`config.mk`:
```
export PLATFORM = sky130hd
export DESIGN_NAME = cxe_top
export DESIGN_NICKNAME = d
export VERILOG_FILES = /design/src/hw/cxe_pkg.sv /design/src/hw/cxe_req_if.sv /design/src/hw/cxe_top.sv /design/src/hw/cxe_prio.sv
export VERILOG_INCLUDE_DIRS = /design/src /design/src/hw
export SDC_FILE = /design/constraint.sdc
export NUM_CORES = 1
export LEC_CHECK = 0
export BUFFER_PORTS_ARGS = -buffer_cell sky130_fd_sc_hd__buf_2
export CORE_ASPECT_RATIO = 0.5
export CORE_MARGIN = 3
export CORE_UTILIZATION = 48
export CTS_CLUSTER_DIAMETER = 200
export CTS_CLUSTER_SIZE = 10
export DETAILED_ROUTE_END_ITERATION = 16
export PLACE_DENSITY = 0.77
export SYNTH_ARGS = -nofsm -noshare
export SYNTH_HDL_FRONTEND = slang
export SYNTH_HIERARCHICAL = 1
export SYNTH_SLANG_ARGS = --single-unit
export TNS_END_PERCENT = 20
```
`constraint.sdc`:
```
create_clock -name CLK_SYS_I -period 10.52 [get_ports CLK_SYS_I]
set_clock_uncertainty 0.2 [all_clocks]
set_input_delay 2.104 -clock CLK_SYS_I [delete_from_list [all_inputs] [get_ports CLK_SYS_I]]
set_output_delay 2.104 -clock CLK_SYS_I [all_outputs]
set_load 0.02 [all_outputs]
```
`src/hw/cxe_map.svh`:
```
// Offsets, field positions, reset values and timing counts of the entry unit.
`ifndef CXE_MAP_SVH
`define CXE_MAP_SVH
`define CXE_CLK_NS 40
`define CXE_STARTUP_NS 240
`define CXE_STARTUP_CYC ((`CXE_STARTUP_NS + `CXE_CLK_NS - 1) / `CXE_CLK_NS)
`define CXE_OFF_RELOC 8'h00
`define CXE_OFF_USEL 8'h04
`define CXE_OFF_PRIO 8'h08
`define CXE_OFF_STATE 8'h0C
`define CXE_OFF_LASTVEC 8'h10
`define CXE_RST_SW 16'hF002
`define CXE_RST_CS 16'hFFFF
`define CXE_RST_IP 16'h0000
`define CXE_RST_SEG 16'h0000
`define CXE_RST_RELOC 16'h20FF
`define CXE_RST_USEL 16'hFFFB
`define CXE_RST_PRIO 21'h000000
`define CXE_SW_STEP 8
`define CXE_SW_IF 9
`define CXE_RELOC_TRAP_BIT 14
`define CXE_COP_TOP 5'h1B
`define CXE_VEC_STEP 8'h01
`define CXE_VEC_NMI 8'h02
`define CXE_VEC_BRK 8'h03
`define CXE_VEC_OVF 8'h04
`define CXE_VEC_RANGE 8'h05
`define CXE_VEC_UNDEF 8'h06
`define CXE_VEC_COP 8'h07
`define CXE_VEC_TMR0 8'h08
`define CXE_VEC_TMR1 8'h12
`define CXE_VEC_TMR2 8'h13
`define CXE_VEC_DMA0 8'h0A
`define CXE_VEC_PIN0 8'h0C
`define CXE_NUM_SRC 7
`define CXE_RESP_OKAY 2'h0
`define CXE_RESP_DECERR 2'h3
`endif

```
`src/hw/cxe_pkg.sv`:
```
// Types shared by the exception entry unit.
package cxe_pkg;
  typedef enum logic [2:0] {
    ST_HOLD, ST_START, ST_RUN, ST_PUSH_SW, ST_PUSH_CS, ST_PUSH_IP, ST_VEC
  } cxe_state_e;

  typedef struct packed {
    cxe_state_e state;
    logic [3:0] cnt;
    logic div;
    logic poc_s1;
    logic poc_s2;
    logic [3:0] pin_s1;
    logic [3:0] pin_s2;
    logic nmi_s1;
    logic nmi_s2;
    logic nmi_s3;
    logic nmi_pend;
    logic [15:0] sw;
    logic [15:0] ret_cs;
    logic [15:0] ret_ip;
    logic [7:0] vec;
    logic ack_cyc;
    logic [15:0] reloc;
    logic [15:0] usel;
    logic [20:0] prio;
    logic aw_got;
    logic w_got;
    logic [7:0] awaddr;
    logic [31:0] wdata;
    logic [3:0] wstrb;
    logic bvalid;
    logic [1:0] bresp;
    logic rvalid;
    logic [31:0] rdata;
    logic [1:0] rresp;
    logic stk_wr;
    logic [15:0] stk_data;
    logic vec_go;
    logic fetch_go;
    logic seg_load;
  } cxe_state_s;
endpackage

```
`src/hw/cxe_req_if.sv`:
```
// Maskable request lines and grant between the entry unit and its arbiter.
interface cxe_req_if;
  logic [6:0] req;
  logic [2:0] tmr;
  logic [20:0] prio_cfg;
  logic grant;
  logic [7:0] gvec;
  logic gpin;
  modport arb (input req, tmr, prio_cfg, output grant, gvec, gpin);
  modport src (output req, tmr, prio_cfg, input grant, gvec, gpin);
endinterface

```
`src/hw/cxe_top.sv`:
```
// Exception, interrupt and reset entry unit of the processor.
//
// Overview of operation
// - Timers form one request source; timer 0 beats timer 1; own vectors each.
// - Default source order applies unless software gives every source unique levels.
// - Coprocessor opcodes D8H-DFH trap to type 7 only with relocation trap bit.
// - Coprocessor trap returns to the opcode or its preceding segment prefix.
// - Breakpoint instruction enters type 3, pointer at table byte address 12.
// - Overflow check enters type 4 only when the overflow flag is set.
// - Range check enters type 5 when index lies outside memory bounds.
// - Undefined opcodes enter type 6.
// - Pin, DMA and timer requests are taken only while interrupt enable set.
// - Entry saves status word first, then clears interrupt enable until software sets.
// - Handler return restores status; pending request is entered before any instruction.
// - Non-maskable request ignores enable, vector 2, no acknowledge cycle, clears enable.
// - Single-step flag causes vector 1 entry after next instruction, clearing the flag.
// - While power-on clear is low nothing executes and no bus cycle starts.
// - After release and a startup interval fetching starts at FFFF0H.
// - Reset loads status F002H, code segment FFFFH, pointer and segments 0000H.
// - Processor clock is the time base divided by two.
// - Entry pushes status, code segment and pointer before transferring control.
// - Handlers found at vector times four; hardware sampled at instruction boundaries.
// - Other exceptions return to the instruction after the faulting one.
// - No single-step entry after prefixes, segment loads or the wait instruction.
//
// The implementer's own choices: the register offsets and register access over AXI4-Lite.
`include "cxe_map.svh"
module cxe_top #(
  parameter int STARTUP_CYC = `CXE_STARTUP_CYC
) (
  input wire logic CLK_SYS_I, // System clock, 25 MHz.
  input wire logic RST_B_I, // Synchronous reset, active low.
  input wire logic POWER_ON_CLEAR_IN_N_I, // Processor reset pin, active low.
  input wire logic [3:0] MASKABLE_REQUEST_PINS_I, // Maskable request pins.
  input wire logic NMI_PIN_I, // Non-maskable request pin, rising edge.
  input wire logic [1:0] DMA_REQ_I, // DMA channel requests.
  input wire logic [2:0] TIMER_REQ_I, // Timer requests.
  input wire logic BOUNDARY_I, // Instruction completes this cycle.
  input wire logic [7:0] OPCODE_I, // Opcode of that instruction.
  input wire logic UNDEF_OP_I, // Opcode is undefined.
  input wire logic BREAKPOINT_I, // Instruction is the breakpoint.
  input wire logic OVF_CHECK_I, // Instruction is the overflow check.
  input wire logic OVERFLOW_FLAG_I, // Current overflow flag.
  input wire logic RANGE_CHECK_I, // Instruction is the range check.
  input wire logic [15:0] RANGE_INDEX_I, // Index operand.
  input wire logic [15:0] RANGE_LOW_I, // Lower bound read from memory.
  input wire logic [15:0] RANGE_HIGH_I, // Upper bound read from memory.
  input wire logic SEG_PREFIX_I, // Segment prefix precedes the opcode.
  input wire logic NO_STEP_I, // Prefix, segment load or wait.
  input wire logic RETURN_FROM_HANDLER_I, // Instruction is the handler return.
  input wire logic [15:0] POPPED_STATUS_I, // Status word popped by it.
  input wire logic STATUS_WR_I, // Software writes the status word.
  input wire logic [15:0] STATUS_DATA_I, // Value written.
  input wire logic [15:0] INSTR_CS_I, // Code segment of the instruction.
  input wire logic [15:0] INSTR_IP_I, // Pointer of the opcode byte.
  input wire logic [15:0] NEXT_IP_I, // Pointer of the next instruction.
  output logic CORE_HOLD_O, // Core must not start an instruction.
  output logic CLK_DIV2_O, // Processor clock, time base halved.
  output logic FETCH_GO_O, // Start fetching at FETCH_ADDR_O.
  output logic [19:0] FETCH_ADDR_O, // Startup fetch address.
  output logic SEG_LOAD_O, // Load segment registers from below.
  output logic [15:0] SEG_CS_O, // Code segment load value.
  output logic [15:0] SEG_OTHER_O, // Data, extra, stack and pointer value.
  output logic STACK_WR_O, // Push STACK_DATA_O.
  output logic [15:0] STACK_DATA_O, // Word pushed on entry.
  output logic VEC_FETCH_O, // Fetch handler pointer.
  output logic [9:0] VEC_TABLE_ADDR_O, // Pointer table byte address.
  output logic [7:0] VEC_TYPE_O, // Vector type of the entry.
  output logic ACK_CYCLE_O, // Entry needs an acknowledge cycle.
  output logic [15:0] STATUS_WORD_O, // Current status word.
  input wire logic [7:0] S_AXI_AWADDR_I, // Write address.
  input wire logic S_AXI_AWVALID_I, // Write address valid.
  output logic S_AXI_AWREADY_O, // Write address ready.
  input wire logic [31:0] S_AXI_WDATA_I, // Write data.
  input wire logic [3:0] S_AXI_WSTRB_I, // Write byte strobes.
  input wire logic S_AXI_WVALID_I, // Write data valid.
  output logic S_AXI_WREADY_O, // Write data ready.
  output logic [1:0] S_AXI_BRESP_O, // Write response.
  output logic S_AXI_BVALID_O, // Write response valid.
  input wire logic S_AXI_BREADY_I, // Write response ready.
  input wire logic [7:0] S_AXI_ARADDR_I, // Read address.
  input wire logic S_AXI_ARVALID_I, // Read address valid.
  output logic S_AXI_ARREADY_O, // Read address ready.
  output logic [31:0] S_AXI_RDATA_O, // Read data.
  output logic [1:0] S_AXI_RRESP_O, // Read response.
  output logic S_AXI_RVALID_O, // Read data valid.
  input wire logic S_AXI_RREADY_I // Read data ready.
);
  function automatic logic [31:0] merge32(input logic [31:0] old,
                                          input logic [31:0] d,
                                          input logic [3:0] s);
    logic [31:0] r;
    r = old;
    for (int b = 0; b < 4; b++) begin
      if (s[b]) begin
        r[b*8 +: 8] = d[b*8 +: 8];
      end
    end
    return r;
  endfunction

  function automatic logic known(input logic [7:0] a);
    return a == `CXE_OFF_RELOC || a == `CXE_OFF_USEL || a == `CXE_OFF_PRIO ||
           a == `CXE_OFF_STATE || a == `CXE_OFF_LASTVEC;
  endfunction

  cxe_pkg::cxe_state_s q;
  cxe_pkg::cxe_state_s n;
  cxe_req_if rq ();
  logic cop_op;
  logic cop_trap;
  logic ovf_trap;
  logic range_bad;
  logic exc_any;
  logic [7:0] exc_vec;
  logic [15:0] sw_eff;
  logic mask_take;
  logic step_take;
  logic take;
  logic [7:0] ent_vec;
  logic [15:0] ent_ip;
  logic nmi_edge;
  logic [31:0] rd_word;

  cxe_prio u_prio (
    .rq(rq)
  );

  assign rq.req = {q.pin_s2, DMA_REQ_I[1], DMA_REQ_I[0], |TIMER_REQ_I};
  assign rq.tmr = TIMER_REQ_I;
  assign rq.prio_cfg = q.prio;

  assign cop_op = OPCODE_I[7:3] == `CXE_COP_TOP;
  assign cop_trap = cop_op && q.reloc[`CXE_RELOC_TRAP_BIT];
  assign ovf_trap = OVF_CHECK_I && OVERFLOW_FLAG_I;
  assign range_bad = RANGE_CHECK_I &&
    ($signed(RANGE_INDEX_I) < $signed(RANGE_LOW_I) ||
     $signed(RANGE_INDEX_I) > $signed(RANGE_HIGH_I));
  assign exc_any = UNDEF_OP_I | cop_trap | BREAKPOINT_I | ovf_trap | range_bad;
  assign exc_vec = UNDEF_OP_I ? `CXE_VEC_UNDEF :
                   cop_trap ? `CXE_VEC_COP :
                   BREAKPOINT_I ? `CXE_VEC_BRK :
                   ovf_trap ? `CXE_VEC_OVF : `CXE_VEC_RANGE;
  // A restored status word takes effect at this very boundary.
  assign sw_eff = STATUS_WR_I ? STATUS_DATA_I :
                  RETURN_FROM_HANDLER_I ? POPPED_STATUS_I : q.sw;
  assign mask_take = sw_eff[`CXE_SW_IF] && rq.grant;
  assign step_take = q.sw[`CXE_SW_STEP] && !NO_STEP_I;
  assign take = exc_any | q.nmi_pend | mask_take | step_take;
  assign ent_vec = exc_any ? exc_vec :
                   q.nmi_pend ? `CXE_VEC_NMI :
                   mask_take ? rq.gvec : `CXE_VEC_STEP;
  assign ent_ip = (exc_any && !UNDEF_OP_I && cop_trap) ?
                  (SEG_PREFIX_I ? INSTR_IP_I - 16'h0001 : INSTR_IP_I) :
                  NEXT_IP_I;
  assign nmi_edge = q.nmi_s2 && !q.nmi_s3;

  always_comb begin
    rd_word = 32'h00000000;
    if (S_AXI_ARADDR_I == `CXE_OFF_RELOC) begin
      rd_word = {16'h0000, q.reloc};
    end else if (S_AXI_ARADDR_I == `CXE_OFF_USEL) begin
      rd_word = {16'h0000, q.usel};
    end else if (S_AXI_ARADDR_I == `CXE_OFF_PRIO) begin
      rd_word = {11'h000, q.prio};
    end else if (S_AXI_ARADDR_I == `CXE_OFF_STATE) begin
      rd_word = {12'h000, q.nmi_pend, q.state, q.sw};
    end else if (S_AXI_ARADDR_I == `CXE_OFF_LASTVEC) begin
      rd_word = {23'h000000, q.ack_cyc, q.vec};
    end
  end

  always_comb begin
    n = q;
    n.stk_wr = 1'b0;
    n.vec_go = 1'b0;
    n.fetch_go = 1'b0;
    n.seg_load = 1'b0;
    n.div = ~q.div;
    n.poc_s1 = POWER_ON_CLEAR_IN_N_I;
    n.poc_s2 = q.poc_s1;
    n.pin_s1 = MASKABLE_REQUEST_PINS_I;
    n.pin_s2 = q.pin_s1;
    n.nmi_s1 = NMI_PIN_I;
    n.nmi_s2 = q.nmi_s1;
    n.nmi_s3 = q.nmi_s2;
    if (S_AXI_AWVALID_I && S_AXI_AWREADY_O) begin
      n.aw_got = 1'b1;
      n.awaddr = S_AXI_AWADDR_I;
    end
    if (S_AXI_WVALID_I && S_AXI_WREADY_O) begin
      n.w_got = 1'b1;
      n.wdata = S_AXI_WDATA_I;
      n.wstrb = S_AXI_WSTRB_I;
    end
    if (q.aw_got && q.w_got) begin
      n.aw_got = 1'b0;
      n.w_got = 1'b0;
      n.bvalid = 1'b1;
      n.bresp = known(q.awaddr) ? `CXE_RESP_OKAY : `CXE_RESP_DECERR;
      if (q.awaddr == `CXE_OFF_RELOC) begin
        n.reloc = 16'(merge32({16'h0000, q.reloc}, q.wdata, q.wstrb));
      end else if (q.awaddr == `CXE_OFF_USEL) begin
        n.usel = 16'(merge32({16'h0000, q.usel}, q.wdata, q.wstrb));
      end else if (q.awaddr == `CXE_OFF_PRIO) begin
        n.prio = 21'(merge32({11'h000, q.prio}, q.wdata, q.wstrb));
      end
    end else if (q.bvalid && S_AXI_BREADY_I) begin
      n.bvalid = 1'b0;
    end
    if (S_AXI_ARVALID_I && !q.rvalid) begin
      n.rvalid = 1'b1;
      n.rdata = rd_word;
      n.rresp = known(S_AXI_ARADDR_I) ? `CXE_RESP_OKAY : `CXE_RESP_DECERR;
    end else if (q.rvalid && S_AXI_RREADY_I) begin
      n.rvalid = 1'b0;
    end
    case (q.state)
      cxe_pkg::ST_HOLD: begin
        if (q.poc_s2) begin
          n.state = cxe_pkg::ST_START;
          n.cnt = 4'h0;
        end
      end
      cxe_pkg::ST_START: begin
        if (q.cnt == 4'(STARTUP_CYC - 1)) begin
          n.state = cxe_pkg::ST_RUN;
          n.fetch_go = 1'b1;
          n.seg_load = 1'b1;
        end else begin
          n.cnt = q.cnt + 4'h1;
        end
      end
      cxe_pkg::ST_RUN: begin
        n.sw = sw_eff;
        if (BOUNDARY_I && take) begin
          n.state = cxe_pkg::ST_PUSH_SW;
          n.stk_wr = 1'b1;
          n.stk_data = sw_eff;
          n.sw[`CXE_SW_IF] = 1'b0;
          n.sw[`CXE_SW_STEP] = 1'b0;
          n.vec = ent_vec;
          n.ack_cyc = !exc_any && !q.nmi_pend && rq.gpin;
          n.ret_cs = INSTR_CS_I;
          n.ret_ip = ent_ip;
          if (!exc_any) begin
            n.nmi_pend = 1'b0;
          end
        end
      end
      cxe_pkg::ST_PUSH_SW: begin
        n.state = cxe_pkg::ST_PUSH_CS;
        n.stk_wr = 1'b1;
        n.stk_data = q.ret_cs;
      end
      cxe_pkg::ST_PUSH_CS: begin
        n.state = cxe_pkg::ST_PUSH_IP;
        n.stk_wr = 1'b1;
        n.stk_data = q.ret_ip;
      end
      cxe_pkg::ST_PUSH_IP: begin
        n.state = cxe_pkg::ST_VEC;
        n.vec_go = 1'b1;
      end
      default: begin
        n.state = cxe_pkg::ST_RUN;
      end
    endcase
    // A new edge in the cycle the pending request is taken is kept.
    if (nmi_edge) begin
      n.nmi_pend = 1'b1;
    end
    if (!q.poc_s2) begin
      n.state = cxe_pkg::ST_HOLD;
      n.stk_wr = 1'b0;
      n.vec_go = 1'b0;
      // A startup pulse must not escape while the pin holds the core.
      n.fetch_go = 1'b0;
      n.seg_load = 1'b0;
      n.nmi_pend = 1'b0;
      n.sw = `CXE_RST_SW;
      n.reloc = `CXE_RST_RELOC;
      n.usel = `CXE_RST_USEL;
    end
  end

  always_ff @(posedge CLK_SYS_I) begin
    if (!RST_B_I) begin
      q <= '0;
      q.state <= cxe_pkg::ST_HOLD;
      q.sw <= `CXE_RST_SW;
      q.reloc <= `CXE_RST_RELOC;
      q.usel <= `CXE_RST_USEL;
      q.prio <= `CXE_RST_PRIO;
    end else begin
      q <= n;
    end
  end

  assign CORE_HOLD_O = q.state != cxe_pkg::ST_RUN;
  assign CLK_DIV2_O = q.div;
  assign FETCH_GO_O = q.fetch_go;
  assign FETCH_ADDR_O = {`CXE_RST_CS, 4'h0} + {4'h0, `CXE_RST_IP};
  assign SEG_LOAD_O = q.seg_load;
  assign SEG_CS_O = `CXE_RST_CS;
  assign SEG_OTHER_O = `CXE_RST_SEG;
  assign STACK_WR_O = q.stk_wr;
  assign STACK_DATA_O = q.stk_data;
  assign VEC_FETCH_O = q.vec_go;
  assign VEC_TABLE_ADDR_O = {q.vec, 2'b00};
  assign VEC_TYPE_O = q.vec;
  assign ACK_CYCLE_O = q.ack_cyc;
  assign STATUS_WORD_O = q.sw;
  assign S_AXI_AWREADY_O = !q.aw_got && !q.bvalid;
  assign S_AXI_WREADY_O = !q.w_got && !q.bvalid;
  assign S_AXI_BVALID_O = q.bvalid;
  assign S_AXI_BRESP_O = q.bresp;
  assign S_AXI_ARREADY_O = !q.rvalid;
  assign S_AXI_RVALID_O = q.rvalid;
  assign S_AXI_RDATA_O = q.rdata;
  assign S_AXI_RRESP_O = q.rresp;

  logic run_bnd;
  assign run_bnd = BOUNDARY_I && q.state == cxe_pkg::ST_RUN && q.poc_s2;
endmodule

```
`src/hw/cxe_prio.sv`:
```
// Priority resolver for the maskable request sources.
`include "cxe_map.svh"
module cxe_prio (
  cxe_req_if.arb rq // Requests in, winning source out.
);
  // Source 0 is the timer group, 1 and 2 the DMA channels, 3 to 6 the pins.
  function automatic logic all_unique(input logic [20:0] p);
    logic u;
    u = 1'b1;
    for (int i = 0; i < `CXE_NUM_SRC; i++) begin
      for (int j = i + 1; j < `CXE_NUM_SRC; j++) begin
        if (p[i*3 +: 3] == p[j*3 +: 3]) begin
          u = 1'b0;
        end
      end
    end
    return u;
  endfunction

  function automatic logic [7:0] src_vec(input int s, input logic [2:0] t);
    logic [7:0] v;
    v = `CXE_VEC_PIN0 + 8'(s - 3);
    if (s == 0) begin
      v = t[0] ? `CXE_VEC_TMR0 : (t[1] ? `CXE_VEC_TMR1 : `CXE_VEC_TMR2);
    end else if (s < 3) begin
      v = `CXE_VEC_DMA0 + 8'(s - 1);
    end
    return v;
  endfunction

  logic use_prog;
  logic found;
  logic [2:0] best;
  logic [2:0] key;
  logic [7:0] vec;
  logic pin;

  assign use_prog = all_unique(rq.prio_cfg);

  always_comb begin
    found = 1'b0;
    best = 3'h0;
    key = 3'h0;
    vec = 8'h00;
    pin = 1'b0;
    for (int s = 0; s < `CXE_NUM_SRC; s++) begin
      // Programmed levels win only when every source has its own level.
      key = use_prog ? rq.prio_cfg[s*3 +: 3] : 3'(s);
      if (rq.req[s] && (!found || key < best)) begin
        found = 1'b1;
        best = key;
        vec = src_vec(s, rq.tmr);
        pin = (s >= 3);
      end
    end
  end

  assign rq.grant = found;
  assign rq.gvec = vec;
  assign rq.gpin = pin;
endmodule

```
# After elaboration in Yosys (flattened, before gate mapping)

Index checks and enable logic that the tools add are counted.

Equality and inequality tests: 42
Multiplexer cells: 92
$lt $le $gt $ge: 8
Add/subtract/negate cells: 2
Reduce and logical (&&, ||, !) cells: 80
Bitwise gates (word level): 11

Operators by type and width:

| kind                                                                  | count |
|---|---|
| 8-bit two-way mux                                                     | 11 |
| 16-bit two-way mux                                                    | 4 |
| 3-bit == test                                                         | 21 |
| 21-bit two-way mux                                                    | 3 |
| 58-bit two-way mux                                                    | 1 |
| 3-bit two-way mux                                                     | 18 |
| 17-bit one-hot mux with 3 select lines                                | 1 |
| 1-bit two-way mux                                                     | 42 |
| 41-bit two-way mux                                                    | 1 |
| 8-bit by 4-bit == test with 1-bit output (second input constant)      | 4 |
| 1-bit logical AND                                                     | 25 |
| 20-bit two-way mux                                                    | 1 |
| 3-bit < comparator                                                    | 6 |
| 3-bit one-hot mux with 6 select lines                                 | 1 |
| 3-bit AND reduction                                                   | 6 |
| 17-bit two-way mux                                                    | 1 |
| 8-bit by 3-bit == test with 1-bit output (second input constant)      | 2 |
| 8-bit by 5-bit == test with 1-bit output (second input constant)      | 2 |
| 16-bit > comparator                                                   | 1 |
| 8-bit zero test                                                       | 2 |
| 16-bit < comparator                                                   | 1 |
| 16-bit by 1-bit subtractor with 16-bit output (second input constant) | 1 |
| 1-bit zero test                                                       | 15 |
| 1-bit logical OR                                                      | 15 |
| other kinds (24)                                                      | 50 |

Bits in registers: 224
Output and inout port bits: 150
Bits of input ports: 216

# Depth between registers and ports, before layout

Gate-level depths: netlist of the first run.

Depth after elaboration: 55
Gate-level depth with buffers: 55
Depth with buffers taken out: 51

# Modules after synthesis

The synthesis of the first run kept the hierarchy.

By module, submodules not included:

| module   | area an instance (µm²) | cells each | instances |
|---|---|---|---|
| cxe_top  | 11148.2                | 1356       | 1 |
| cxe_prio | 1901.8                 | 271        | 1 |

# Worst setup path before layout of the first run

No wires, ideal clock.

Path type: input to register
Start: in TIMER_REQ_I[1]
End: reg q (netlist bit VEC_TYPE_O[2])
Arrival time: 10.508 ns
Buffers on the path: 2
Stages on the path: 45
Required time: 10.250 ns
Path slack: -0.258 ns
Path through: or3_1 > clkbuf_1 > and2_1 > nand2_1 > ha_1 > o21ai_0 > nand2_1 > nand2_1 > mux2_2 > nand2_1 > ha_1 > o22ai_1 > o21ai_0 > o311a_1 > mux2_2 > ha_1 > nand2_1 > and3b_1 > (+9 left out) > mux2_1 > ha_1 > o21a_1 > nor2_1 > o21ai_0 > o221a_4 > mux2_4 > ha_1 > nand2_1 > nor2_1 > o21ai_0 > o221ai_1 > o221a_2 > o21ai_0 > buf_4 > nand2_1 > a221o_1 > a21oi_1

Elaborated cells on any way between the ends: 53
Classes of those cells: order compare (6); mux (23); bitwise (2); reduce/logical (22)

RTL lines:

| item                                                   | line            | RTL |
|---|---|---|
| start: declaration                                     | cxe_top.sv:37   | `input wire logic [2:0] TIMER_REQ_I,` |
| 3-bit OR reduction *                                   | cxe_top.sv:129  | `assign rq.req = {q.pin_s2, DMA_REQ_I[1], DMA_REQ_I[0], \|TIMER_REQ_I};` |
| 3-bit two-way mux or 1-bit two-way mux (tied branches) | cxe_prio.sv:49  | `if (rq.req[s] && (!found \|\| key < best)) begin` |
| 3-bit < comparator or 1-bit zero test (tied branches)  | cxe_prio.sv:49  |  |
| 1-bit logical OR                                       | cxe_prio.sv:49  |  |
| 1-bit logical AND                                      | cxe_prio.sv:49  |  |
| 3-bit two-way mux or 1-bit two-way mux (tied branches) | cxe_prio.sv:49  |  |
| 3-bit < comparator or 1-bit zero test (tied branches)  | cxe_prio.sv:49  |  |
| 1-bit logical OR                                       | cxe_prio.sv:49  |  |
| (+12 left out)                                         | -               |  |
| 1-bit logical AND                                      | cxe_prio.sv:49  |  |
| 3-bit two-way mux or 1-bit two-way mux (tied branches) | cxe_prio.sv:49  |  |
| 3-bit < comparator or 1-bit zero test (tied branches)  | cxe_prio.sv:49  |  |
| 1-bit logical OR                                       | cxe_prio.sv:49  |  |
| 1-bit logical AND                                      | cxe_prio.sv:49  |  |
| 8-bit two-way mux *                                    | cxe_prio.sv:49  |  |
| named net rq.gvec[2]                                   | cxe_req_if.sv:7 | `logic [7:0] gvec;` |
| 8-bit two-way mux (no source line) * (3 in series)     | -               |  |
| end signal: assignment                                 | cxe_top.sv:296  | `q <= n;` |
| end: declaration                                       | cxe_top.sv:107  | `cxe_pkg::cxe_state_s q;` |

Mark *: on every way through the listed nets, which the timed path passes. The rest lies on a longest branch.
A chain may end at the register's enable or synchronous reset.

# Worst setup path after layout of the first run

Start: in TIMER_REQ_I[1]
End: reg q (netlist bit VEC_TYPE_O[2])

Longest elaborated chain between the ends: 31
Elaborated cells on any way between the ends: 53
Classes of those cells: order compare (6); mux (23); bitwise (2); reduce/logical (22)

Ends and longest elaborated chain:

| item                                                   | line            | RTL |
|---|---|---|
| 3-bit OR reduction *                                   | cxe_top.sv:129  |  |
| named net rq.req[0]                                    | cxe_req_if.sv:3 | `logic [6:0] req;` |
| 3-bit two-way mux or 1-bit two-way mux (tied branches) | cxe_prio.sv:49  |  |
| 3-bit < comparator or 1-bit zero test (tied branches)  | cxe_prio.sv:49  |  |
| 1-bit logical OR                                       | cxe_prio.sv:49  |  |
| 1-bit logical AND                                      | cxe_prio.sv:49  |  |
| 3-bit two-way mux or 1-bit two-way mux (tied branches) | cxe_prio.sv:49  |  |
| 3-bit < comparator or 1-bit zero test (tied branches)  | cxe_prio.sv:49  |  |
| (+15 left out)                                         | -               |  |
| 3-bit < comparator or 1-bit zero test (tied branches)  | cxe_prio.sv:49  |  |
| 1-bit logical OR                                       | cxe_prio.sv:49  |  |
| 1-bit logical AND                                      | cxe_prio.sv:49  |  |
| 1-bit two-way mux                                      | cxe_prio.sv:49  |  |
| 1-bit logical AND                                      | cxe_top.sv:147  | `` assign mask_take = sw_eff[`CXE_SW_IF] && rq.grant; `` |
| 1-bit bitwise OR (2 in series)                         | cxe_top.sv:149  | `assign take = exc_any \| q.nmi_pend \| mask_take \| step_take;` |
| 1-bit logical AND                                      | cxe_top.sv:236  | `if (BOUNDARY_I && take) begin` |
| 2-bit AND reduction (no source line)                   | -               |  |

Marks and branches as above.

==> results of run 1 <==
cell type report:
type	count	area, µm²	area share (%)
inverters	52	198	1.34
clock inverters	1	16.3	0.110
diodes	1	2.50	0.0170
well taps	344	430	2.92
clock buffers	24	601	4.08
flip-flops and latches	210	4200	28.5
multi-input cells	1188	7460	50.6
repair buffers	337	1820	12.4
metrics by stage:
| stage | util [%] | instances | cell area [µm²] |
|---|---|---|---|
| 2_1_floorplan | - | 1692 | 13300 |
| 3_3_place_gp | 53.9 | 2127 | 14000 |
| 3_5_place_dp | 53.9 | 2127 | 14000 |
| 4_1_cts | 56.3 | 2152 | 14600 |
| 5_1_grt | 56.7 | 2157 | 14700 |
| 6_report | 56.7 | 2157 | 14700 |
synthesized netlist by cell type, drive strengths merged (16+ instances only):
cell,number
a22o,21
nand2b,22
and2,26
buf,176
mux2,24
or3,17
a21oi,148
mux2i,70
nor3,31
clkbuf,66
o22ai,18
o21ai,38
ha,46
xor2,25
xnor2,47
nand3,41
a211oi,25
nand2,216
nand4,17
inv,52
dfxtp,210
o31a,16
nor2,137
worst max-delay path: cells and delay by family:
kind                       cells  cell delay (ns)
and+or+nand+nor               17             1.99
buffers and inverters          2             0.17
AOI/OAI and AO/OA             16             2.90
adders and majority gates      6             1.64
muxes                          5             1.55
layer usage:
metal  wire [µm]  vias to the layer above  track usage, %
met3        2450                       78            2.67
met5           0                        -               0
li1            -                     5798               -
met1       17100                     5557            34.0
met4        1220                        0            8.45
met2       17200                      509            39.2
cell usage in the layout (no fill, tap or decap), types with 22 or more instances in the layout:
| cell type | count |
|---|---|
| xor2_1 | 24 |
| ha_1 | 44 |
| buf_4 | 51 |
| xnor2_1 | 47 |
| buf_2 | 285 |
| nor3_1 | 31 |
| a211oi_1 | 23 |
| inv_1 | 49 |
| nor2_1 | 136 |
| nand2b_1 | 22 |
| nand2_1 | 215 |
| nand3_1 | 40 |
| mux2i_1 | 70 |
| o21ai_0 | 29 |
| clkbuf_16 | 24 |
| conb_1 | 68 |
| and2_1 | 25 |
| dfxtp_1 | 210 |
| a21oi_1 | 144 |
registers in the layout, summed over array words and instances, names as in the netlist:
signal / count
ACK_CYCLE_O: 1
CLK_DIV2_O: 1
FETCH_GO_O: 1
STACK_DATA_O: 16
STACK_WR_O: 1
STATUS_WORD_O: 16
S_AXI_BRESP_O: 1
S_AXI_BVALID_O: 1
S_AXI_RDATA_O: 21
S_AXI_RRESP_O: 1
S_AXI_RVALID_O: 1
VEC_FETCH_O: 1
VEC_TYPE_O: 8
n: 7
q: 112
rq.prio_cfg: 21
kinds of logic after synthesis:
| logic type | Yosys count | share of synthesized area [%] |
|---|---|---|
| AOI/OAI and AO/OA | 354 | 17.9 |
| xor gates and xnor gates | 72 | 4.89 |
| and+or+nand+nor | 553 | 19.7 |
| other | 3 | 0.0863 |
| muxes | 94 | 7.47 |
| DFF | 210 | 32.2 |
| adders and majority gates | 47 | 4.49 |
| buffers and inverters | 294 | 13.3 |
repair_timing:
item	CTS	global route
gates resized for setup	0	20
endpoints found under the setup margin	0	6
setup buffers	0	4
worst max path at each step:
stage                   start             to  slack [ns]  cells after the start
6_report       TIMER_REQ_I[1]  VEC_TYPE_O[2]        0.41                     46
5_1_grt        TIMER_REQ_I[1]  VEC_TYPE_O[1]       -0.06                     47
4_1_cts        TIMER_REQ_I[1]  VEC_TYPE_O[2]        0.04                     45
3_5_place_dp   TIMER_REQ_I[1]  VEC_TYPE_O[2]       -0.44                     45
3_3_place_gp   TIMER_REQ_I[1]  VEC_TYPE_O[2]       -0.26                     45
2_1_floorplan  TIMER_REQ_I[1]  VEC_TYPE_O[2]        0.01                     46
power by group through the flow:
stage | Sequential, mW | Clock (mW) | Combinational (mW)
after floorplan | 0.837 | 0 | 0.150
after global placement | 0.840 | 0 | 0.198
after detailed placement | 0.841 | 0 | 0.201
after CTS | 0.824 | 0.710 | 0.202
after global routing | 0.825 | 0.744 | 0.227
final | 0.824 | 0.702 | 0.206
==> impl_metrics.json, run 1 <==
{
  "drt-wirelength-per-cell_um": 17.6,
  "worstPathArrival_ns": 10.35,
  "vias_per_cell": 5.54,
  "max_slew.worst_pin.slew_ns": 1.23,
  "synth_cell_type_count": 80,
  "end_kind": "flip-flop",
  "power.density_nw_per_um2": 118,
  "drt_iter0_markers": 1148,
  "min_period_ns": 10.11,
  "synth_flop_cell": "dfxtp_1",
  "reg2reg_from": "rq.prio_cfg[1]",
  "core_um2": 26000,
  "place_ws_ns": -0.444,
  "cts_tree": "yes",
  "synth_top_cell_by_area": "dfxtp_1",
  "maxCapViolations": 0,
  "critPathMaxStageDelay_ns": 0.40,
  "cts_root_buffer": "clkbuf_16",
  "die_x_um": 239,
  "maxSlewViolCount": 0,
  "holdCritStartpoint": "CLK_DIV2_O",
  "overflow": 0,
  "grt_start_max_net_pins": 85,
  "final_layout_size_suffix_gt1_share_pct": 23.7,
  "irDropWorstVdd_mv": 0.115,
  "dpl.hpwl_um": 28700,
  "synth_top_cell_area_share_pct": 32.2,
  "seqPwrFrac_pct": 47.6,
  "reg2reg_depth": 48,
  "critPathRequiredTime_ns": 10.76,
  "p_sw_share_pct": 25.5,
  "synth_area_leaders": "dfxtp_1 (32%), buf_4 (8.6%), nand2_1 (6.2%)",
  "holdBufCountCts": 0,
  "drt_pass1_iterations": 6,
  "cts.sinks": 210,
  "max_freq_ghz": 0.0989,
  "hold_ws_ns": 0.219,
  "fillers": 2362,
  "ios": 366,
  "synth_edf_count": 0,
  "clk_path_buf_depth": 3,
  "placement_rows": 41,
  "ys_seq_area_share_pct": 32.2,
  "drt_wl_total_um": 38000,
  "cts_made_buffers": 24,
  "power_leakage_nw": 6.71,
  "antenna_found_initial": 1,
  "avgSynthCellArea_um2": 8.02,
  "grt_pass1_wl_um": 57300,
  "internal_power_mw": 1.29,
  "reg2reg_slack_ns": 0.56,
  "clk_pin_slew_ns": 0.06,
  "power.switching_mw": 0.441,
  "grt.total_usage_pct": 24.3,
  "hold_path_end": "CLK_DIV2_O",
  "drc": 0,
  "critPathKind": "in -> reg",
  "ys_seq_elements": 210,
  "relSlewSlack_pct": 18.0,
  "synth_cells": 1627,
  "start_util_pct": 50.3,
  "ant_nets": 0,
  "grt_pass1_vias": 10900,
  "synth_warnings": 6,
  "dieArea_um2": 29300,
  "die_y_um": 123,
  "report.final.hold_viol_count": 0,
  "final.setup.tns_ns": 0,
  "hp-class": "reg -> reg",
  "clock_latency_ns": 0.51,
  "via_count": 11900,
  "syn_area_um2": 13100,
  "cpMostUsedCell": "nand2_1",
  "total_power_mw": 1.73,
  "setup_slack_ns": 0.409,
  "cts_max_level": 1,
  "postSynth.asyncResetShare_pct": 0,
  "pwr-share-comb_pct": 11.9,
  "clkPwrFrac_pct": 40.5,
  "io_buffers": 285,
  "hold_path_depth": 1,
  "outcome": "finished, final reports clean",
  "regToRegEndpoint": "VEC_TYPE_O[2]",
  "fin_crit_sh_pct": 96.1,
  "fin_nets": 2075,
  "worst_path_max_delay_cell": "or3_4",
  "startpoint_type": "input pin",
  "routabilityCongestion": 0.914,
  "areaGrowthSynthToFinish_pct": 12.9,
  "setup_violations": 0,
  "path_max_fanout": 3
}
(Power assumes the default switching activity.)
==> run 2: changes to the inputs <==
Settings changed: ABC_AREA set to 1.
==> run 2 against run 1 <==
Against the previous run:
- area after synthesis increased by 0.83%
- critical path depth increased by 3
- fmax increased by 19%
- non-clock buffer count decreased by 47
- sequential power about the same
- via count increased by 6.0%
- hold slack got worse by 0.0059 ns
- global-route usage decreased by 0.12 points
- sequential share of layout area increased by 0.62 points
- utilization decreased by 2.7 points
- largest cell class unchanged
==> impl_metrics.json, run 2 <==
{
  "ios": 366,
  "dpl.hpwl_um": 28200,
  "placement_rows": 42,
  "synth_cell_type_count": 54,
  "holdBufCountCts": 0,
  "reg2reg_depth": 55,
  "max_slew.worst_pin.slew_ns": 1.05,
  "cts.sinks": 210,
  "grt_pass1_vias": 11300,
  "drt_wl_total_um": 37400,
  "reg2reg_from": "rq.prio_cfg[14]",
  "grt.total_usage_pct": 24.2,
  "synth_edf_count": 0,
  "irDropWorstVdd_mv": 0.0901,
  "top_register": "q",
  "synth_cells": 1950,
  "cts_root_buffer": "clkbuf_16",
  "hold_path_end": "CLK_DIV2_O",
  "synth_warnings": 6,
  "reg2reg_slack_ns": 2.37,
  "maxCapViolations": 0,
  "drc": 0,
  "io_buffers": 285,
  "relSlewSlack_pct": 29.8,
  "grt_pass1_wl_um": 57300,
  "regToRegEndpoint": "VEC_TYPE_O[1]",
  "final_layout_size_suffix_gt1_share_pct": 19.0,
  "cts_made_buffers": 24,
  "synth_area_leaders": "dfxtp_1 (32%), nand2_1 (11%), buf_4 (8.8%)",
  "postSynth.asyncResetShare_pct": 0,
  "rsz0062_at_grt": "false",
  "synth_top_cell_area_share_pct": 31.9,
  "path_max_fanout": 8,
  "dieArea_um2": 29600,
  "start_util_pct": 49.3,
  "stdcell_area_um2": 14400,
  "areaGrowthSynthToFinish_pct": 9.54,
  "hold_path_depth": 1,
  "post_dp_cell_area_um2": 13800,
  "fillers": 2621,
  "maxSlewViolCount": 0,
  "ys_seq_area_share_pct": 31.9,
  "drt-wirelength-per-cell_um": 15.3,
  "drt_pass1_iterations": 5,
  "stdcell_count": 2451,
  "hp-class": "reg -> reg",
  "clk_path_buf_depth": 3,
  "drt_iter0_markers": 851,
  "max_freq_ghz": 0.118,
  "via_count": 12700,
  "end_kind": "flip-flop",
  "critPathMaxStageDelay_ns": 0.45,
  "postCtsSetupBuffers": 0,
  "critPathKind": "in -> reg",
  "overflow": 0,
  "yosys-top-cells-count": "nand2_1 (380), dfxtp_1 (210), inv_1 (202), nor2_1 (199), o21ai_0 (183)",
  "cts_max_level": 1,
  "worst_path_max_delay_cell": "or3_1",
  "largest_reg_flops": 112,
  "clock_latency_ns": 0.50,
  "cpMostUsedCell": "nand2_1",
  "holdCritStartpoint": "CLK_DIV2_O",
  "synth_flop_cell": "dfxtp_1",
  "die_y_um": 123,
  "yosysMostFrequentCell": "nand2_1",
  "clk_pin_slew_ns": 0.06,
  "setup_violations": 0,
  "die_x_um": 240,
  "power_leakage_nw": 7.03,
  "report.final.hold_viol_count": 0,
  "ys_seq_elements": 210,
  "core_um2": 26700,
  "critPathRequiredTime_ns": 10.74,
  "fin_crit_sh_pct": 80.6,
  "syn_area_um2": 13200,
  "cts_resized": 0,
  "worstPathArrival_ns": 8.70,
  "power.density_nw_per_um2": 122,
  "final.setup.tns_ns": 0,
  "mostFrequentLayoutCell": "nand2_1",
  "outcome": "finished, final reports clean",
  "fin_nets": 2361,
  "avgSynthCellArea_um2": 6.75,
  "final_cell_mix": "nand2_1 (380), buf_2 (284), dfxtp_1 (210), inv_1 (202), nor2_1 (199)",
  "startpoint_type": "input pin",
  "ant_nets": 0,
  "antenna_found_initial": 1,
  "routabilityCongestion": 0.935,
  "placed_cells": 2425,
  "cts_tree": "yes",
  "synth_top_cell_by_area": "dfxtp_1",
  "min_period_ns": 8.48,
  "vias_per_cell": 5.16,
  "grt_start_max_net_pins": 76
}
-- run 2: changes by cell type in the layout (fill, tap and decap cells not counted), moves of 24 or more --
| cell | delta |
|---|---|
| nand2_1 | +165 |
| inv_1 | +153 |
| and2_1 | -24 |
| buf_4 | -45 |
| inv_2 | +27 |
| o21ai_0 | +154 |
| nor2_1 | +63 |
| nand3_1 | +24 |
| mux2i_1 | -70 |
| o21ai_1 | +27 |
-- run 2: critical path, delay by kind of cell --
family / cells / cell delay [ns]
AOI/OAI and AO/OA: 12 / 2.11
and+or+nand+nor: 26 / 2.34
buffers and inverters: 5 / 0.43
adders and majority gates: 6 / 1.70
-- run 2: cell type report --
cell class | instances | area (µm²) | share of cell area (%)
Sequential cell | 210 | 4200 | 29.2
Antenna cell | 1 | 2.50 | 0.0174
Inverter | 235 | 888 | 6.16
Multi-Input combinational cell | 1338 | 6790 | 47.1
Tap cell | 352 | 440 | 3.06
Timing Repair Buffer | 290 | 1470 | 10.2
Clock buffer | 25 | 626 | 4.34
-- run 2: logic make-up (layout without fill, tap and decap cells) --
logic type,count (synthesis),after routing,share of synthesized area (%)
simple gates,748,748,24.9
buf+inv,467,550,18.3
compound gates,440,440,18.0
flops,210,210,31.9
fa+ha+maj,46,46,4.37
xor+xnor,36,36,2.40
other cells,3,69,0.0856
-- run 2: worst max path at each step --
| stage | slack, ns | depth (start not counted) | from | endpoint |
|---|---|---|---|---|
| after CTS | 2.04 | 49 | TIMER_REQ_I[1] | VEC_TYPE_O[1] |
| after floorplan | 2.46 | 52 | TIMER_REQ_I[1] | VEC_TYPE_O[2] |
| final | 2.04 | 49 | TIMER_REQ_I[1] | VEC_TYPE_O[1] |
| after global routing | 1.20 | 48 | TIMER_REQ_I[1] | VEC_TYPE_O[1] |
| after detailed placement | 1.57 | 49 | TIMER_REQ_I[1] | VEC_TYPE_O[1] |
| after global placement | 1.72 | 52 | TIMER_REQ_I[1] | VEC_TYPE_O[0] |
-- run 2: per-layer routing --
metal,vias up,track usage (%),share of wire [%]
li1,6357,-,-
met5,-,0,0
met4,0,7.31,2.8
met1,5803,30.4,42
met3,73,4.70,7.7
met2,421,42.3,48
-- run 2: per-stage QoR --
stage / hold WS [ns] / utilization (%) / total power [mW] / setup WS, ns
global placement: 0.197 / 51.6 / 1.06 / 1.72
global route: 0.239 / 54.0 / 1.83 / 1.20
detailed placement: 0.201 / 51.6 / 1.06 / 1.57
finish: 0.213 / 54.0 / 1.76 / 2.04
CTS: 0.210 / 54.0 / 1.77 / 2.04
floorplan: 0.190 / - / 1.00 / 2.46
-- run 2: where the power goes --
| part | switching [mW] | total (mW) | internal (mW) |
|---|---|---|---|
| sequential | 0.00999 | 0.825 | 0.815 |
| combinational | 0.147 | 0.223 | 0.0757 |
| clock | 0.299 | 0.714 | 0.414 |
==> run 3: changes to the inputs <==
Settings changed: CORE_UTILIZATION 48 to 54, PLACE_DENSITY 0.77 to 0.82.
Clock period 10.52 ns to 8.7 ns, I/O delays scaled along.
==> run 3 against run 2 <==
Against the previous run:
- flip-flop and latch count unchanged
- clock power is 20% higher
- first-iteration DRC count grew 42%
- setup slack got worse by 1.3 ns
- routed wire length increased by 0.73%
- design area decreased by 0.18%
- sequential power increased by 21%
- clock-buffer cell count decreased by 1
- power increased by 21%
- non-clock buffer count up 2
- global-route usage is 3.0 points higher
- largest cell class unchanged
- highest routed layer is now met5
==> impl_metrics.json, run 3 (synthesis gave the netlist of run 2 again) <==
{
  "antenna_found_initial": 1,
  "top_register": "q",
  "report.final.hold_viol_count": 0,
  "relSlewSlack_pct": 27.4,
  "fin_crit_sh_pct": 91.6,
  "fillers": 2209,
  "drt_wl_total_um": 37700,
  "overflow": 0,
  "drt_pass1_iterations": 5,
  "final_cell_mix": "nand2_1 (379), buf_2 (284), inv_1 (202), nor2_1 (199), dfxtp_1 (193)",
  "drc": 0,
  "max_slew.worst_pin.slew_ns": 1.08,
  "routabilityCongestion": 0.934,
  "via_count": 12800,
  "setup_violations": 0,
  "drt_iter0_markers": 1206,
  "largest_reg_flops": 112,
  "dpl.hpwl_um": 28000,
  "fin_nets": 2363,
  "place_ws_ns": 0.113,
  "setup_slack_ns": 0.727,
  "start_util_pct": 56.3,
  "die_x_um": 227,
  "busiest_layer": "met2",
  "io_buffers": 285,
  "startpoint_type": "input pin",
  "maxSlewViolCount": 0,
  "power.density_nw_per_um2": 148,
  "worst_path_max_delay_cell": "or3_1",
  "dieArea_um2": 26400,
  "critPathKind": "in -> reg",
  "grt_start_max_net_pins": 76,
  "cts_root_buffer": "clkbuf_16",
  "clock_latency_ns": 0.52,
  "hold_ws_ns": 0.209,
  "final.setup.tns_ns": 0,
  "pwr-share-comb_pct": 12.8,
  "gr-usage-met3_pct": 5.12,
  "grt_pass1_wl_um": 57900,
  "cpMostUsedCell": "nand2_1",
  "drt-wirelength-per-cell_um": 15.7,
  "clkPwrFrac_pct": 40.2,
  "path_max_fanout": 8,
  "p_sw_share_pct": 26.4,
  "seqPwrFrac_pct": 47.0,
  "clk_pin_slew_ns": 0.05,
  "critPathMaxStageDelay_ns": 0.46,
  "max_freq_ghz": 0.125,
  "critPathRequiredTime_ns": 8.89,
  "areaGrowthSynthToFinish_pct": 9.34,
  "internal_power_mw": 1.56,
  "maxCapViolations": 0,
  "ios": 366,
  "outcome": "finished, final reports clean",
  "final_util_pct": 61.6,
  "clk_path_buf_depth": 3,
  "rsz0062_at_grt": "false",
  "met2_usage_pct": 46.5,
  "worstPathArrival_ns": 8.16,
  "total_power_mw": 2.12,
  "cts_max_level": 1,
  "power.switching_mw": 0.560,
  "min_period_ns": 7.97,
  "placement_rows": 39,
  "vias_per_cell": 5.30,
  "grt_pass1_vias": 11400,
  "ant_nets": 0,
  "power_leakage_nw": 7.04,
  "postCtsSetupBuffers": 0,
  "irDropWorstVdd_mv": 0.126,
  "core_um2": 23400,
  "grt.total_usage_pct": 27.1,
  "hp-class": "reg -> reg",
  "final_layout_size_suffix_gt1_share_pct": 19.9,
  "cts_tree": "yes",
  "grt_use_met1_pct": 35.4,
  "mostFrequentLayoutCell": "nand2_1",
  "cts_made_buffers": 24,
  "die_y_um": 116,
  "cts.sinks": 210,
  "end_kind": "flip-flop"
}
-- run 3: area by class of cell --
type | count | area (µm²) | area share (%)
Sequential cell | 210 | 4230 | 29.4
Clock inverter | 1 | 16.3 | 0.113
Antenna cell | 1 | 2.50 | 0.0174
Timing Repair Buffer | 292 | 1480 | 10.3
Inverter | 235 | 888 | 6.17
Tap cell | 307 | 384 | 2.67
Multi-Input combinational cell | 1338 | 6790 | 47.2
Clock buffer | 24 | 601 | 4.17
-- run 3: critical path, delay by kind of cell --
kind | cells | cell delay [ns]
AND/OR/NAND/NOR | 34 | 2.82
AO/OA/AOI/OAI | 8 | 1.42
buffers and inverters | 8 | 0.56
adder cells (fa/ha/maj) | 6 | 1.67
-- run 3: power groups by stage --
stage	registers, mW	clock network (mW)	logic [mW]
finish	0.998	0.854	0.271
CTS	0.997	0.855	0.268
global placement	1.02	0	0.261
floorplan	1.02	0	0.199
global route	1.00	0.895	0.304
detailed placement	1.02	0	0.266
-- run 3: layer usage --
layer	vias up	part of all wire (%)	wire, µm
li1	6353	-	-
met1	5802	42	15800
met2	549	47	17600
met3	65	9.3	3510
met4	2	2.0	763
met5	-	0.042	16
-- run 3: stage by stage --
step                      instances  area, µm²
after floorplan                2015      13400
after global placement         2382      13700
after detailed placement       2382      13700
after CTS                      2407      14400
after global routing           2407      14400
final                          2408      14400
-- run 3: final timing paths --
kind                                      from       endpoint  slack, ns  depth (start not counted)
worst max-delay path            TIMER_REQ_I[1]  VEC_TYPE_O[0]       0.73                         56
worst min-delay path                    n[219]         q[219]       0.21                          2
worst max register to register  rq.prio_cfg[6]  VEC_TYPE_O[0]       0.93                         61
worst min register to register          n[219]         q[219]       0.21                          2
-- run 3: what timing repair did --
| item | CTS | global route |
|---|---|---|
| gates resized for setup | 0 | 22 |
| endpoints found under the setup margin | 0 | 6 |
| hold buffers | 0 | 0 |
